[config.mk]
export PLATFORM = sky130hd
export DESIGN_NAME = smi_host_port
export DESIGN_NICKNAME = d
export VERILOG_FILES = /design/src/rtl/smi_pkg.sv /design/src/rtl/smi_host_port.sv /design/src/rtl/smi_chan.sv
export SDC_FILE = /design/constraint.sdc
export NUM_CORES = 1
export LEC_CHECK = 0
export BUFFER_PORTS_ARGS = -buffer_cell sky130_fd_sc_hd__buf_2
export CAP_MARGIN = 10
export CORE_UTILIZATION = 49
export DETAILED_ROUTE_END_ITERATION = 6
export GPL_ROUTABILITY_DRIVEN = 1
export GPL_TIMING_DRIVEN = 1
export PLACE_DENSITY_LB_ADDON = 0.05
export SYNTH_ARGS = -nofsm -noshare
export SYNTH_HDL_FRONTEND = slang
export SYNTH_HIERARCHICAL = 1
export SYNTH_SLANG_ARGS = --single-unit
[constraint.sdc]
create_clock -name clock_in -period 1.3 [get_ports clock_in]
set_input_delay 0.195 -clock clock_in [delete_from_list [all_inputs] [get_ports clock_in]]
set_output_delay 0.195 -clock clock_in [all_outputs]
set_load 0.05 [all_outputs]
[src/rtl/smi_pkg.sv]
// Constants and carrier types for the serial host-port, modem and interrupt block
package smi_pkg;

	// Register offsets within one serial channel
	localparam logic [2:0] SMI_ADDR_IER = 3'h1;
	localparam logic [2:0] SMI_ADDR_CTL = 3'h4;
	localparam logic [2:0] SMI_ADDR_STS = 3'h6;

	// Register widths and reset values
	localparam int SMI_CTL_W = 5;
	localparam int SMI_IER_W = 4;
	localparam logic [SMI_CTL_W-1:0] SMI_CTL_RST = 5'h00;
	localparam logic [SMI_IER_W-1:0] SMI_IER_RST = 4'h0;
	localparam logic [3:0] SMI_FLAGS_CLR = 4'h0;

	// Control register fields
	localparam int SMI_CTL_TERM_READY = 0;
	localparam int SMI_CTL_REQ_SEND = 1;
	localparam int SMI_CTL_IRQ_EN = 3;

	// Interrupt enable fields
	localparam int SMI_IER_RX_AVAIL = 0;
	localparam int SMI_IER_THR_EMPTY = 1;
	localparam int SMI_IER_RX_ERROR = 2;
	localparam int SMI_IER_MODEM = 3;

	// Position of the ring indicator inside the modem input vector
	localparam int SMI_MOD_RING = 2;

	// Modem inputs in status-bit order: upper nibble of the status register
	typedef struct packed {
		logic carrier_detect;
		logic ring_indicator;
		logic set_ready;
		logic clear_to_send;
	} smi_modem_t;

	// Interrupt sources coming from the character datapath
	typedef struct packed {
		logic rx_error;
		logic thr_empty;
		logic rx_data_avail;
	} smi_irq_src_t;

endpackage

[src/rtl/smi_host_port.sv]
// Host-port decode, modem pins and serial interrupt pins for two serial channels
module smi_host_port
	import smi_pkg::*;
(
	input wire logic clock_in,
	input wire logic rst_b_in,
	input wire logic read_strobe_n_in,
	input wire logic write_strobe_n_in,
	input wire logic select_channel_one_n_in,
	input wire logic select_channel_two_n_in,
	input wire logic select_printer_port_n_in,
	input wire logic [2:0] register_select_lines_in,
	input wire logic [7:0] host_data_bus_in,
	input wire logic [1:0] carrier_detect_in,
	input wire logic [1:0] ring_indicator_in,
	input wire logic [1:0] set_ready_in,
	input wire logic [1:0] clear_to_send_in,
	input wire logic [1:0] rx_error_in,
	input wire logic [1:0] rx_data_avail_in,
	input wire logic [1:0] thr_empty_in,
	output logic [7:0] host_data_bus_out,
	output logic host_data_bus_oe_n_out,
	output logic [1:0] terminal_ready_n_out,
	output logic [1:0] request_to_send_n_out,
	output logic channel_one_irq_out,
	output logic channel_one_irq_oe_n_out,
	output logic channel_two_irq_out,
	output logic channel_two_irq_oe_n_out,
	output logic printer_write_pulse_out,
	output logic printer_read_active_out
);

	// Strobe history and latched read selection
	logic rd_n_r, rd_n_nxt;
	logic wr_n_r, wr_n_nxt;
	logic [1:0] rd_sel_r, rd_sel_nxt;
	logic [2:0] rd_addr_r, rd_addr_nxt;

	// Registered pin drivers
	logic [7:0] dbus_r, dbus_nxt;
	logic dbus_oe_n_r, dbus_oe_n_nxt;
	logic [1:0] term_ready_n_r, term_ready_n_nxt;
	logic [1:0] req_send_n_r, req_send_n_nxt;
	logic [1:0] irq_r, irq_nxt;
	logic [1:0] irq_oe_n_r, irq_oe_n_nxt;
	logic prt_wr_r, prt_wr_nxt;
	logic prt_rd_r, prt_rd_nxt;

	// Decoded selects and per-channel wiring
	logic [1:0] chan_sel;
	logic prt_sel;
	logic wr_edge;
	logic rd_end;
	logic [1:0] chan_wr;
	logic [1:0] sts_done;
	logic [7:0] chan_rdata [2];
	logic [SMI_CTL_W-1:0] chan_ctl [2];
	logic [1:0] chan_irq;
	smi_modem_t chan_modem [2];
	smi_irq_src_t chan_src [2];

	// Chip-select decode; overlapping selects resolve to the lowest unit
	always_comb begin
		chan_sel[0] = !select_channel_one_n_in;
		chan_sel[1] = select_channel_one_n_in && !select_channel_two_n_in;
		prt_sel = select_channel_one_n_in && select_channel_two_n_in && !select_printer_port_n_in;
	end

	// Strobe edges: a write acts once on its leading edge, a read ends on the rising edge
	assign wr_edge = wr_n_r && !write_strobe_n_in;
	assign rd_end = !rd_n_r && read_strobe_n_in;

	// Per-channel write pulses and status-read completion
	always_comb begin
		for (int i = 0; i < 2; i++) begin
			chan_wr[i] = wr_edge && chan_sel[i];
			// Flags clear only after the host has seen them on the bus
			sts_done[i] = rd_end && rd_sel_r[i] && rd_addr_r == SMI_ADDR_STS;
		end
	end

	// Gather the modem pins and datapath sources per channel
	always_comb begin
		for (int i = 0; i < 2; i++) begin
			chan_modem[i].carrier_detect = carrier_detect_in[i];
			chan_modem[i].ring_indicator = ring_indicator_in[i];
			chan_modem[i].set_ready = set_ready_in[i];
			chan_modem[i].clear_to_send = clear_to_send_in[i];
			chan_src[i].rx_error = rx_error_in[i];
			chan_src[i].thr_empty = thr_empty_in[i];
			chan_src[i].rx_data_avail = rx_data_avail_in[i];
		end
	end

	// Channel one register set
	smi_chan u_chan_one (
		.clock_in(clock_in),
		.rst_b_in(rst_b_in),
		.wr_pulse_in(chan_wr[0]),
		.addr_in(register_select_lines_in),
		.wdata_in(host_data_bus_in),
		.sts_rd_done_in(sts_done[0]),
		.modem_in(chan_modem[0]),
		.src_in(chan_src[0]),
		.rdata_out(chan_rdata[0]),
		.ctl_out(chan_ctl[0]),
		.irq_req_out(chan_irq[0])
	);

	// Channel two register set
	smi_chan u_chan_two (
		.clock_in(clock_in),
		.rst_b_in(rst_b_in),
		.wr_pulse_in(chan_wr[1]),
		.addr_in(register_select_lines_in),
		.wdata_in(host_data_bus_in),
		.sts_rd_done_in(sts_done[1]),
		.modem_in(chan_modem[1]),
		.src_in(chan_src[1]),
		.rdata_out(chan_rdata[1]),
		.ctl_out(chan_ctl[1]),
		.irq_req_out(chan_irq[1])
	);

	// Next values of the host bus side
	always_comb begin
		rd_n_nxt = read_strobe_n_in;
		wr_n_nxt = write_strobe_n_in;
		rd_sel_nxt = read_strobe_n_in ? 2'b00 : chan_sel;
		rd_addr_nxt = register_select_lines_in;
		dbus_nxt = 8'h00;
		dbus_oe_n_nxt = 1'b1;
		// Data follows the address every cycle the strobe stays low
		if (!read_strobe_n_in && chan_sel[0]) begin
			dbus_nxt = chan_rdata[0];
			dbus_oe_n_nxt = 1'b0;
		end else if (!read_strobe_n_in && chan_sel[1]) begin
			dbus_nxt = chan_rdata[1];
			dbus_oe_n_nxt = 1'b0;
		end
		// Printer port registers live elsewhere; only its strobes are passed on
		prt_wr_nxt = wr_edge && prt_sel;
		prt_rd_nxt = !read_strobe_n_in && prt_sel;
	end

	// Bus side registers; the data bus floats out of reset
	always_ff @(posedge clock_in or negedge rst_b_in) begin
		if (!rst_b_in) begin
			rd_n_r <= 1'b1;
			wr_n_r <= 1'b1;
			rd_sel_r <= 2'b00;
			rd_addr_r <= 3'h0;
			dbus_r <= 8'h00;
			dbus_oe_n_r <= 1'b1;
			prt_wr_r <= 1'b0;
			prt_rd_r <= 1'b0;
		end else begin
			rd_n_r <= rd_n_nxt;
			wr_n_r <= wr_n_nxt;
			rd_sel_r <= rd_sel_nxt;
			rd_addr_r <= rd_addr_nxt;
			dbus_r <= dbus_nxt;
			dbus_oe_n_r <= dbus_oe_n_nxt;
			prt_wr_r <= prt_wr_nxt;
			prt_rd_r <= prt_rd_nxt;
		end
	end

	// Next values of the modem and interrupt pins
	always_comb begin
		for (int i = 0; i < 2; i++) begin
			term_ready_n_nxt[i] = !chan_ctl[i][SMI_CTL_TERM_READY];
			req_send_n_nxt[i] = !chan_ctl[i][SMI_CTL_REQ_SEND];
			// Value held low when not driven, so a later enable never glitches high
			irq_nxt[i] = chan_irq[i] && chan_ctl[i][SMI_CTL_IRQ_EN];
			irq_oe_n_nxt[i] = !chan_ctl[i][SMI_CTL_IRQ_EN];
		end
	end

	// Modem and interrupt pin registers; reset idles every driven line
	always_ff @(posedge clock_in or negedge rst_b_in) begin
		if (!rst_b_in) begin
			term_ready_n_r <= 2'b11;
			req_send_n_r <= 2'b11;
			irq_r <= 2'b00;
			irq_oe_n_r <= 2'b11;
		end else begin
			term_ready_n_r <= term_ready_n_nxt;
			req_send_n_r <= req_send_n_nxt;
			irq_r <= irq_nxt;
			irq_oe_n_r <= irq_oe_n_nxt;
		end
	end

	// Output wiring straight from the flip-flops
	assign host_data_bus_out = dbus_r;
	assign host_data_bus_oe_n_out = dbus_oe_n_r;
	assign terminal_ready_n_out = term_ready_n_r;
	assign request_to_send_n_out = req_send_n_r;
	assign channel_one_irq_out = irq_r[0];
	assign channel_one_irq_oe_n_out = irq_oe_n_r[0];
	assign channel_two_irq_out = irq_r[1];
	assign channel_two_irq_oe_n_out = irq_oe_n_r[1];
	assign printer_write_pulse_out = prt_wr_r;
	assign printer_read_active_out = prt_rd_r;
endmodule

[src/rtl/smi_chan.sv]
// One serial channel: modem control, modem status and interrupt enable registers
module smi_chan
	import smi_pkg::*;
(
	input wire logic clock_in,
	input wire logic rst_b_in,
	input wire logic wr_pulse_in,
	input wire logic [2:0] addr_in,
	input wire logic [7:0] wdata_in,
	input wire logic sts_rd_done_in,
	input wire smi_modem_t modem_in,
	input wire smi_irq_src_t src_in,
	output logic [7:0] rdata_out,
	output logic [SMI_CTL_W-1:0] ctl_out,
	output logic irq_req_out
);

	logic [SMI_CTL_W-1:0] modem_control_reg_r, modem_control_reg_nxt;
	logic [SMI_IER_W-1:0] ier_r, ier_nxt;
	logic [3:0] level_r, level_nxt;
	logic [3:0] flags_r, flags_nxt;
	logic primed_r, primed_nxt;
	logic [3:0] change;
	logic [SMI_IER_W-1:0] active;

	// Next-state: writes, samples and change flags
	always_comb begin
		modem_control_reg_nxt = modem_control_reg_r;
		ier_nxt = ier_r;
		if (wr_pulse_in && addr_in == SMI_ADDR_CTL) begin
			modem_control_reg_nxt = wdata_in[SMI_CTL_W-1:0];
		end
		if (wr_pulse_in && addr_in == SMI_ADDR_IER) begin
			ier_nxt = wdata_in[SMI_IER_W-1:0];
		end
		level_nxt = modem_in;
		primed_nxt = 1'b1;
		// First sample after reset is only a baseline, so no false change is flagged
		change = primed_r ? (level_r ^ modem_in) : 4'h0;
		change[SMI_MOD_RING] = primed_r & level_r[SMI_MOD_RING] & ~modem_in[SMI_MOD_RING];
		// Set wins over the end-of-read clear
		flags_nxt = (sts_rd_done_in ? SMI_FLAGS_CLR : flags_r) | change;
	end

	// State registers
	always_ff @(posedge clock_in or negedge rst_b_in) begin
		if (!rst_b_in) begin
			modem_control_reg_r <= SMI_CTL_RST;
			ier_r <= SMI_IER_RST;
			level_r <= SMI_FLAGS_CLR;
			flags_r <= SMI_FLAGS_CLR;
			primed_r <= 1'b0;
		end else begin
			modem_control_reg_r <= modem_control_reg_nxt;
			ier_r <= ier_nxt;
			level_r <= level_nxt;
			flags_r <= flags_nxt;
			primed_r <= primed_nxt;
		end
	end

	// Read mux; unmapped offsets belong to the datapath and read zero here
	always_comb begin
		unique case (addr_in)
			SMI_ADDR_STS: rdata_out = {level_r, flags_r};
			SMI_ADDR_CTL: rdata_out = {{(8-SMI_CTL_W){1'b0}}, modem_control_reg_r};
			SMI_ADDR_IER: rdata_out = {{(8-SMI_IER_W){1'b0}}, ier_r};
			default: rdata_out = 8'h00;
		endcase
	end

	// Pending sources; datapath sources clear when the host services them
	assign active = {|flags_r, src_in.rx_error, src_in.thr_empty, src_in.rx_data_avail};
	assign irq_req_out = |(active & ier_r);
	assign ctl_out = modem_control_reg_r;
endmodule

==> results of run 1 <==
-- state kept, by name (all words and copies together) (netlist names) --
| register | count |
|---|---|
| u_chan_one/level_r | 4 |
| u_chan_one/flags_r | 4 |
| u_chan_two/primed_r | 1 |
| u_chan_one/ctl_out | 5 |
| rd_addr_r | 3 |
| terminal_ready_n_out | 2 |
| host_data_bus_oe_n_out | 1 |
| u_chan_one/ier_r | 4 |
| irq_r | 2 |
| u_chan_one/primed_r | 1 |
| request_to_send_n_out | 2 |
| rd_n_r | 1 |
| printer_write_pulse_out | 1 |
| u_chan_two/flags_r | 4 |
| wr_n_r | 1 |
| u_chan_two/ctl_out | 5 |
| rd_sel_r | 2 |
| printer_read_active_out | 1 |
| irq_oe_n_r | 2 |
| host_data_bus_out | 8 |
| u_chan_two/ier_r | 4 |
| u_chan_two/level_r | 4 |
-- cell families after synthesis --
group / Yosys count / synth area share
xor gates and xnor gates: 6 / 0.02000
DFF: 62 / 0.5948
and+or+nand+nor: 42 / 0.1148
buffers and inverters: 13 / 0.02524
other: 2 / 0.002858
AOI/OAI and AO/OA: 28 / 0.1014
muxes: 28 / 0.1410
-- how the worst min path moves through the flow --
stage | depth (start not counted) | to | startpoint | slack (ps)
6_report | 2 | printer_read_active_out$_DFF_PN0_ | select_printer_port_n_in | 20
5_1_grt | 2 | printer_read_active_out$_DFF_PN0_ | select_printer_port_n_in | 10
4_1_cts | 2 | printer_read_active_out$_DFF_PN0_ | select_printer_port_n_in | 3
3_5_place_dp | 2 | u_chan_two/ier_r[0]$_DFFE_PN0P_ | rst_b_in | 220
3_3_place_gp | 2 | u_chan_two/ier_r[0]$_DFFE_PN0P_ | rst_b_in | 220
2_1_floorplan | 0 | host_data_bus_out[0]$_DFF_PN0_ | rst_b_in | -100
-- stage by stage --
step | setup TNS (ps) | std cells | cell area [um2]
2_1_floorplan | -1788 | 181 | 2628
3_5_place_dp | -3783 | 303 | 2998
4_1_cts | -2992 | 329 | 3374
6_report | -2667 | 329 | 3374
5_1_grt | -3383 | 329 | 3374
3_3_place_gp | -2945 | 303 | 2998
-- cell usage after synthesis (4+ instances only) --
cell | number | area (um2)
mux2i_1 | 10 | 100.1
dfstp_2 | 9 | 236.5
dfrtp_1 | 53 | 1326
nand2b_1 | 4 | 25.02
a32o_2 | 7 | 78.83
inv_1 | 9 | 33.78
nor2_1 | 6 | 22.52
xor2_1 | 6 | 52.55
nand2_1 | 7 | 26.28
a22o_1 | 6 | 52.55
and3_1 | 8 | 50.05
and4bb_4 | 4 | 65.06
o2bb2ai_1 | 8 | 70.07
mux2_4 | 18 | 270.3
-- critical path, delay by kind of cell, from the launching register on --
kind          cells  cell delay [ps]
mux               1              320
flops             1              540
simple gates      3              490
-- power groups by stage --
| stage | Clock, uW | Sequential [uW] | Combinational (uW) |
|---|---|---|---|
| 6_report | 1890 | 2260 | 753 |
| 5_1_grt | 2020 | 2280 | 802 |
| 3_3_place_gp | 0 | 2280 | 689 |
| 2_1_floorplan | 0 | 2420 | 306 |
| 3_5_place_dp | 0 | 2290 | 705 |
| 4_1_cts | 1930 | 2260 | 759 |
-- final cells by class --
cell class | count | area [um2]
flip-flops and latches | 62 | 1563
clock inverters | 4 | 70.07
repair buffers | 66 | 430.4
clock buffers | 12 | 155.1
well taps | 70 | 87.58
fillers | 430 | 1765
inverters | 9 | 36.28
multi-input cells | 106 | 1032
-- per-layer routing --
layer | global-route usage | share of wire | up-vias
met4 | 0.1296 | 0.025 | 0
met2 | 0.3774 | 0.50 | 43
li1 | - | - | 812
met5 | 0 | 0 | -
met3 | 0.04284 | 0.038 | 13
met1 | 0.2931 | 0.44 | 869
-- timing repair --
| item | CTS | global route |
|---|---|---|
| hold endpoints to repair | 61 | 0 |
| hold buffers | 9 | 0 |
| buffers inserted | 1 | 0 |
| resized for setup | 16 | 0 |
| endpoints found under the setup margin | 29 | 22 |
| pin swaps | 6 | 3 |
==> results.cfg, run 1 <==
[setup_path]
r2r_cells = 4
cp.arrival_ps = 1690
reg2reg_from = wr_n_r$_DFF_PN1_
crit_type = flip-flop to flip-flop
r2r-end = u_chan_one/ctl_out[0]$_DFFE_PN0P_
path_cells = nand2b_4 -> nor2_4 -> and4bb_4 -> mux2_4
critPathLaunchType = flip-flop
cpPeakStageDelay_ps = 540
crit_end = u_chan_one/ctl_out[0]$_DFFE_PN0P_
worst_ep_required_time_ps = 1530
cp-end-kind = flip-flop
cp_slowest_cell = dfstp_2
r2r_slack_ps = -160
critPathMaxFanout = 5
startpoint = wr_n_r$_DFF_PN1_

[place]
pre_cts_ws_ps = -209.6
port_buffers = 47
hpwl_um = 4101
gp_congestion = 0.8113

[die]
die_h_um = 75.23
core-area_mm2 = 0.005140
rows = 26
die_area_mm2 = 0.005659
io_pins = 51
die_w_um = 75.23
initial_utilization = 0.5112

[outcome]
failed_checks = setup timing
status = finished, violations left

[route]
drc = 0
drtAntennaViolNets = 0
wl_per_cell_um = 17.66
drt-initial-drc-count = 96
num_vias = 1737
wirelength_um = 5809
via_per_inst = 5.280
drt_pre_antenna_iters = 4

[timing]
period_minus_slack_ps = 1462
max_freq_mhz = 683.8
finalCritPeriodShare = 1.125
finalHoldViolations = 0
setup-violations-final = 20
setup_slack_ps = -162.4
whs_ps = 15.31
final-max-slew-violation-count = 0
rsz0062_at_grt = yes
fin_skew_ps = 10.15

[worst_hold_path]
hold_class = input port to flip-flop

[clock_network]
cts_tree = yes
cts_sinks = 62
clk_pin_slew_ps = 70
cts_buffers = 9
htreeDepth = 3
clock_latency_ps = 340
clock-root-buffer = clkbuf_8
cts_buffer_depth = 2

[power_and_ir_drop]
clockPowerShare = 0.386
powerDensity_mw_per_mm2 = 1454
comb_power_share = 0.154
pwr-share-seq = 0.461
fin_total_pwr_uw = 4905
ir_worst_vdd_mv = 0.8131
p_int_uw = 3647
p_leak_uw = 0.001632
netSwitchingFraction = 0.2565
p_sw_uw = 1258

[global_route]
grt_first_pass_wirelength_um = 8942
grt_pass1_vias = 1684
antenna_found_initial = 0
grt.overflow.total = 0
grt_util_all_layers = 0.2316
grt_max_degree = 63

[cells_and_area]
drive_gt1_frac = 0.4710
final_common_cell = dfrtp_1
nNetsFinal = 286
finish.utilization = 0.6565
diodes = 0
area_delta_synth_final_pct = 28.43
most-common-layout-cells = dfrtp_1 (53), buf_2 (40), mux2_4 (18), buf_4 (16), clkbuf_8 (11)

[yosys]
synth-main-ff-cell = dfrtp_1
synth-edff-count = 0
synth_warnings = 6
syn_avg_cell_area_um2 = 14.52
syn_nets = 213
seq_area_frac_synth = 0.5948
synth-seq-cells = 62
syn-cell-area_mm2 = 0.002628
synth_cells = 181
synthDistinctLibCells = 29
async_flop_share = 1.000

[run]
drv_cap = 0
No activity file was read; power rests on OpenSTA's default activity.
==> run 2: changes to the inputs <==
--- a/config.mk
+++ b/config.mk
@@ -5,12 +5,14 @@
 export SDC_FILE = /design/constraint.sdc
 export NUM_CORES = 1
 export LEC_CHECK = 0
+export ABC_AREA = 1
 export BUFFER_PORTS_ARGS = -buffer_cell sky130_fd_sc_hd__buf_2
 export CAP_MARGIN = 10
-export CORE_UTILIZATION = 49
+export CORE_UTILIZATION = 50
 export DETAILED_ROUTE_END_ITERATION = 6
 export GPL_ROUTABILITY_DRIVEN = 1
 export GPL_TIMING_DRIVEN = 1
+export HOLD_SLACK_MARGIN = 0.15
 export PLACE_DENSITY_LB_ADDON = 0.05
 export SYNTH_ARGS = -nofsm -noshare
 export SYNTH_HDL_FRONTEND = slang
==> run 2 against run 1 <==
Against the previous run:
- synthesized cell count up 71%
- critical path depth shrank 3
- non-clock buffer count rose by 14
- the run now ends clean
- worst setup slack gained 210 ps
- die area up 4.7%
- worst hold slack improved by 150 ps
- final cell count is 40% higher
- largest cell class unchanged
- critical endpoint is now request_to_send_n_out[1]
==> results.cfg, run 2 <==
[route]
drtAntennaViolNets = 0
drt-initial-drc-count = 156
num_vias = 2301
wirelength_um = 5853
wl_per_cell_um = 12.70
drc = 0
drt_pre_antenna_iters = 4
via_per_inst = 4.991

[die]
die_area_mm2 = 0.005924
die_w_um = 76.97
initial_utilization = 0.5332
io_pins = 51
core-area_mm2 = 0.005270
rows = 26
die_h_um = 76.97

[setup_path]
critPathMaxFanout = 1
cp_slowest_cell = dfstp_2
critical_path.top_delay_family = flip-flops
worstPathBufferInverterCount = 1
worst_ep_required_time_ps = 1110
critPathLaunchType = flip-flop
cp.arrival_ps = 1060
cp-end-kind = output pin
crit_type = flip-flop to output pin
path_cells = clkbuf_4
cpPeakStageDelay_ps = 510

[cells_and_area]
drive_gt1_frac = 0.2762
most-common-layout-cells = nand2_1 (78), dfrtp_1 (53), buf_2 (39), inv_1 (36)
largest_reg_flops = 8
nNetsFinal = 419
area_delta_synth_final_pct = 28.90
diodes = 0
final_common_cell = nand2_1

[yosys]
yosysTopAreaCell = dfrtp_1
synth-main-ff-cell = dfrtp_1
syn_nets = 341
post-synth-top-count-cell = nand2_1
seq_area_frac_synth = 0.5561
syn_avg_cell_area_um2 = 9.094
async_flop_share = 1.000
synth-seq-cells = 62
synthDistinctLibCells = 22
synth_top_area_frac = 0.4720
syn-cell-area_mm2 = 0.002810
synth_top_cells_by_count = nand2_1 (82), dfrtp_1 (53), inv_1 (36)
synth.area.top_cells = dfrtp_1 (47%), nand2_1 (11%), dfstp_2 (8.4%), nand4_1 (7.6%), nand3_1 (6.1%)
synth_warnings = 6
synth_cells = 309
synth-edff-count = 0

[power_and_ir_drop]
ir_worst_vdd_mv = 0.7566
comb_power_share = 0.167
p_sw_uw = 1271
pwr-share-seq = 0.494
p_int_uw = 3223
clockPowerShare = 0.339
p_leak_uw = 0.001918
netSwitchingFraction = 0.2827
fin_total_pwr_uw = 4494
powerDensity_mw_per_mm2 = 1241

[timing]
final-max-slew-violation-count = 0
whs_ps = 167.6
period_minus_slack_ps = 1257
finalCritPeriodShare = 0.9667
fin_skew_ps = 7.863
rsz0062_at_grt = yes
finalHoldViolations = 0
setup-violations-final = 0
max_freq_mhz = 795.7

[global_route]
grt_pass1_vias = 2215
grt_max_degree = 63
grt_first_pass_wirelength_um = 9984
grt.overflow.total = 0
grt_util_all_layers = 0.2232
antenna_found_initial = 0

[clock_network]
cts_sinks = 62
clock-root-buffer = clkbuf_8
clk_pin_slew_ps = 60
cts_buffers = 9
htreeDepth = 3
clock_latency_ps = 340
cts_tree = yes
cts_buffer_depth = 2

[worst_hold_path]
hold_class = input port to flip-flop

[place]
gp_congestion = 0.8221
hpwl_um = 4008
port_buffers = 47

[run]
drv_cap = 0

[outcome]
status = finished, final reports clean
[run 2: changes by cell type after synthesis, moves of 7 or more]
cell,before,now
a32o_2,7,0
and3_1,8,0
inv_1,9,36
mux2_4,18,0
mux2i_1,10,0
nand2_1,7,82
nand3_1,0,34
nand3_2,0,8
nand4_1,0,34
nor2_1,6,17
o2bb2ai_1,8,0
[run 2: layer usage]
metal	global-route usage	part of all wire
met5	0	0
met3	0.04048	0.058
met2	0.3357	0.45
met4	0.1189	0.024
met1	0.3076	0.47
[run 2: path summary, 6_finish.rpt]
check	start	to	slack, ps	depth (start not counted)
setup / recovery	request_to_send_n_out[1]$_DFF_PN1_	request_to_send_n_out[1]	40	1
hold / removal	host_data_bus_in[1]	u_chan_two/ctl_out[1]$_DFFE_PN0P_	170	3
setup reg to reg	wr_n_r$_DFF_PN1_	u_chan_two/ier_r[1]$_DFFE_PN0P_	50	6
hold reg to reg	u_chan_two/ctl_out[1]$_DFFE_PN0P_	request_to_send_n_out[1]$_DFF_PN1_	410	1
max in group asynchronous	rst_b_in	host_data_bus_oe_n_out$_DFF_PN1_	600	3
min in group asynchronous	rst_b_in	irq_r[1]$_DFF_PN0_	390	3
[run 2: area by class of cell]
class | instances | area (um2)
clock buffer | 14 | 172.7
clock inverter | 1 | 5.005
fill | 462 | 1648
inverter | 39 | 146.4
multi-input combinational | 195 | 1035
sequential | 62 | 1563
tap | 70 | 87.58
timing repair buffer | 80 | 613.1
[run 2: what timing repair did]
item / CTS / global route
setup buffers: 2 / 1
pin swaps: 0 / 6
endpoints found under the setup margin: 23 / 23
resized for setup: 10 / 12
hold endpoints to repair: 81 / 1
hold buffers: 16 / 1
[run 2: through the flow]
stage          TNS [ps]    util  std cells  worst slack [ps]  cell area [um2]
2_1_floorplan         0       -        309             65.47             2818
3_3_place_gp          0  0.6030        427            0.6672             3178
3_5_place_dp     -190.5  0.6030        427            -26.88             3178
4_1_cts               0  0.6759        460             2.673             3562
5_1_grt          -311.4  0.6873        461            -44.08             3622
6_report              0  0.6873        461             43.23             3622
[run 2: logic make-up after synthesis]
family	after synthesis	synth area share
AO/OA/AOI/OAI	10	0.01870
other	2	0.002672
AND/OR/NAND/NOR	183	0.3295
flip-flops	62	0.5561
buffers and inverters	52	0.09305
[run 2: power by group through the flow]
stage	Clock (uW)	Sequential [uW]	Combinational, uW
2_1_floorplan	0	2400	294
3_3_place_gp	0	2240	669
3_5_place_dp	0	2250	680
4_1_cts	1560	2210	739
5_1_grt	1630	2240	834
6_report	1520	2220	752
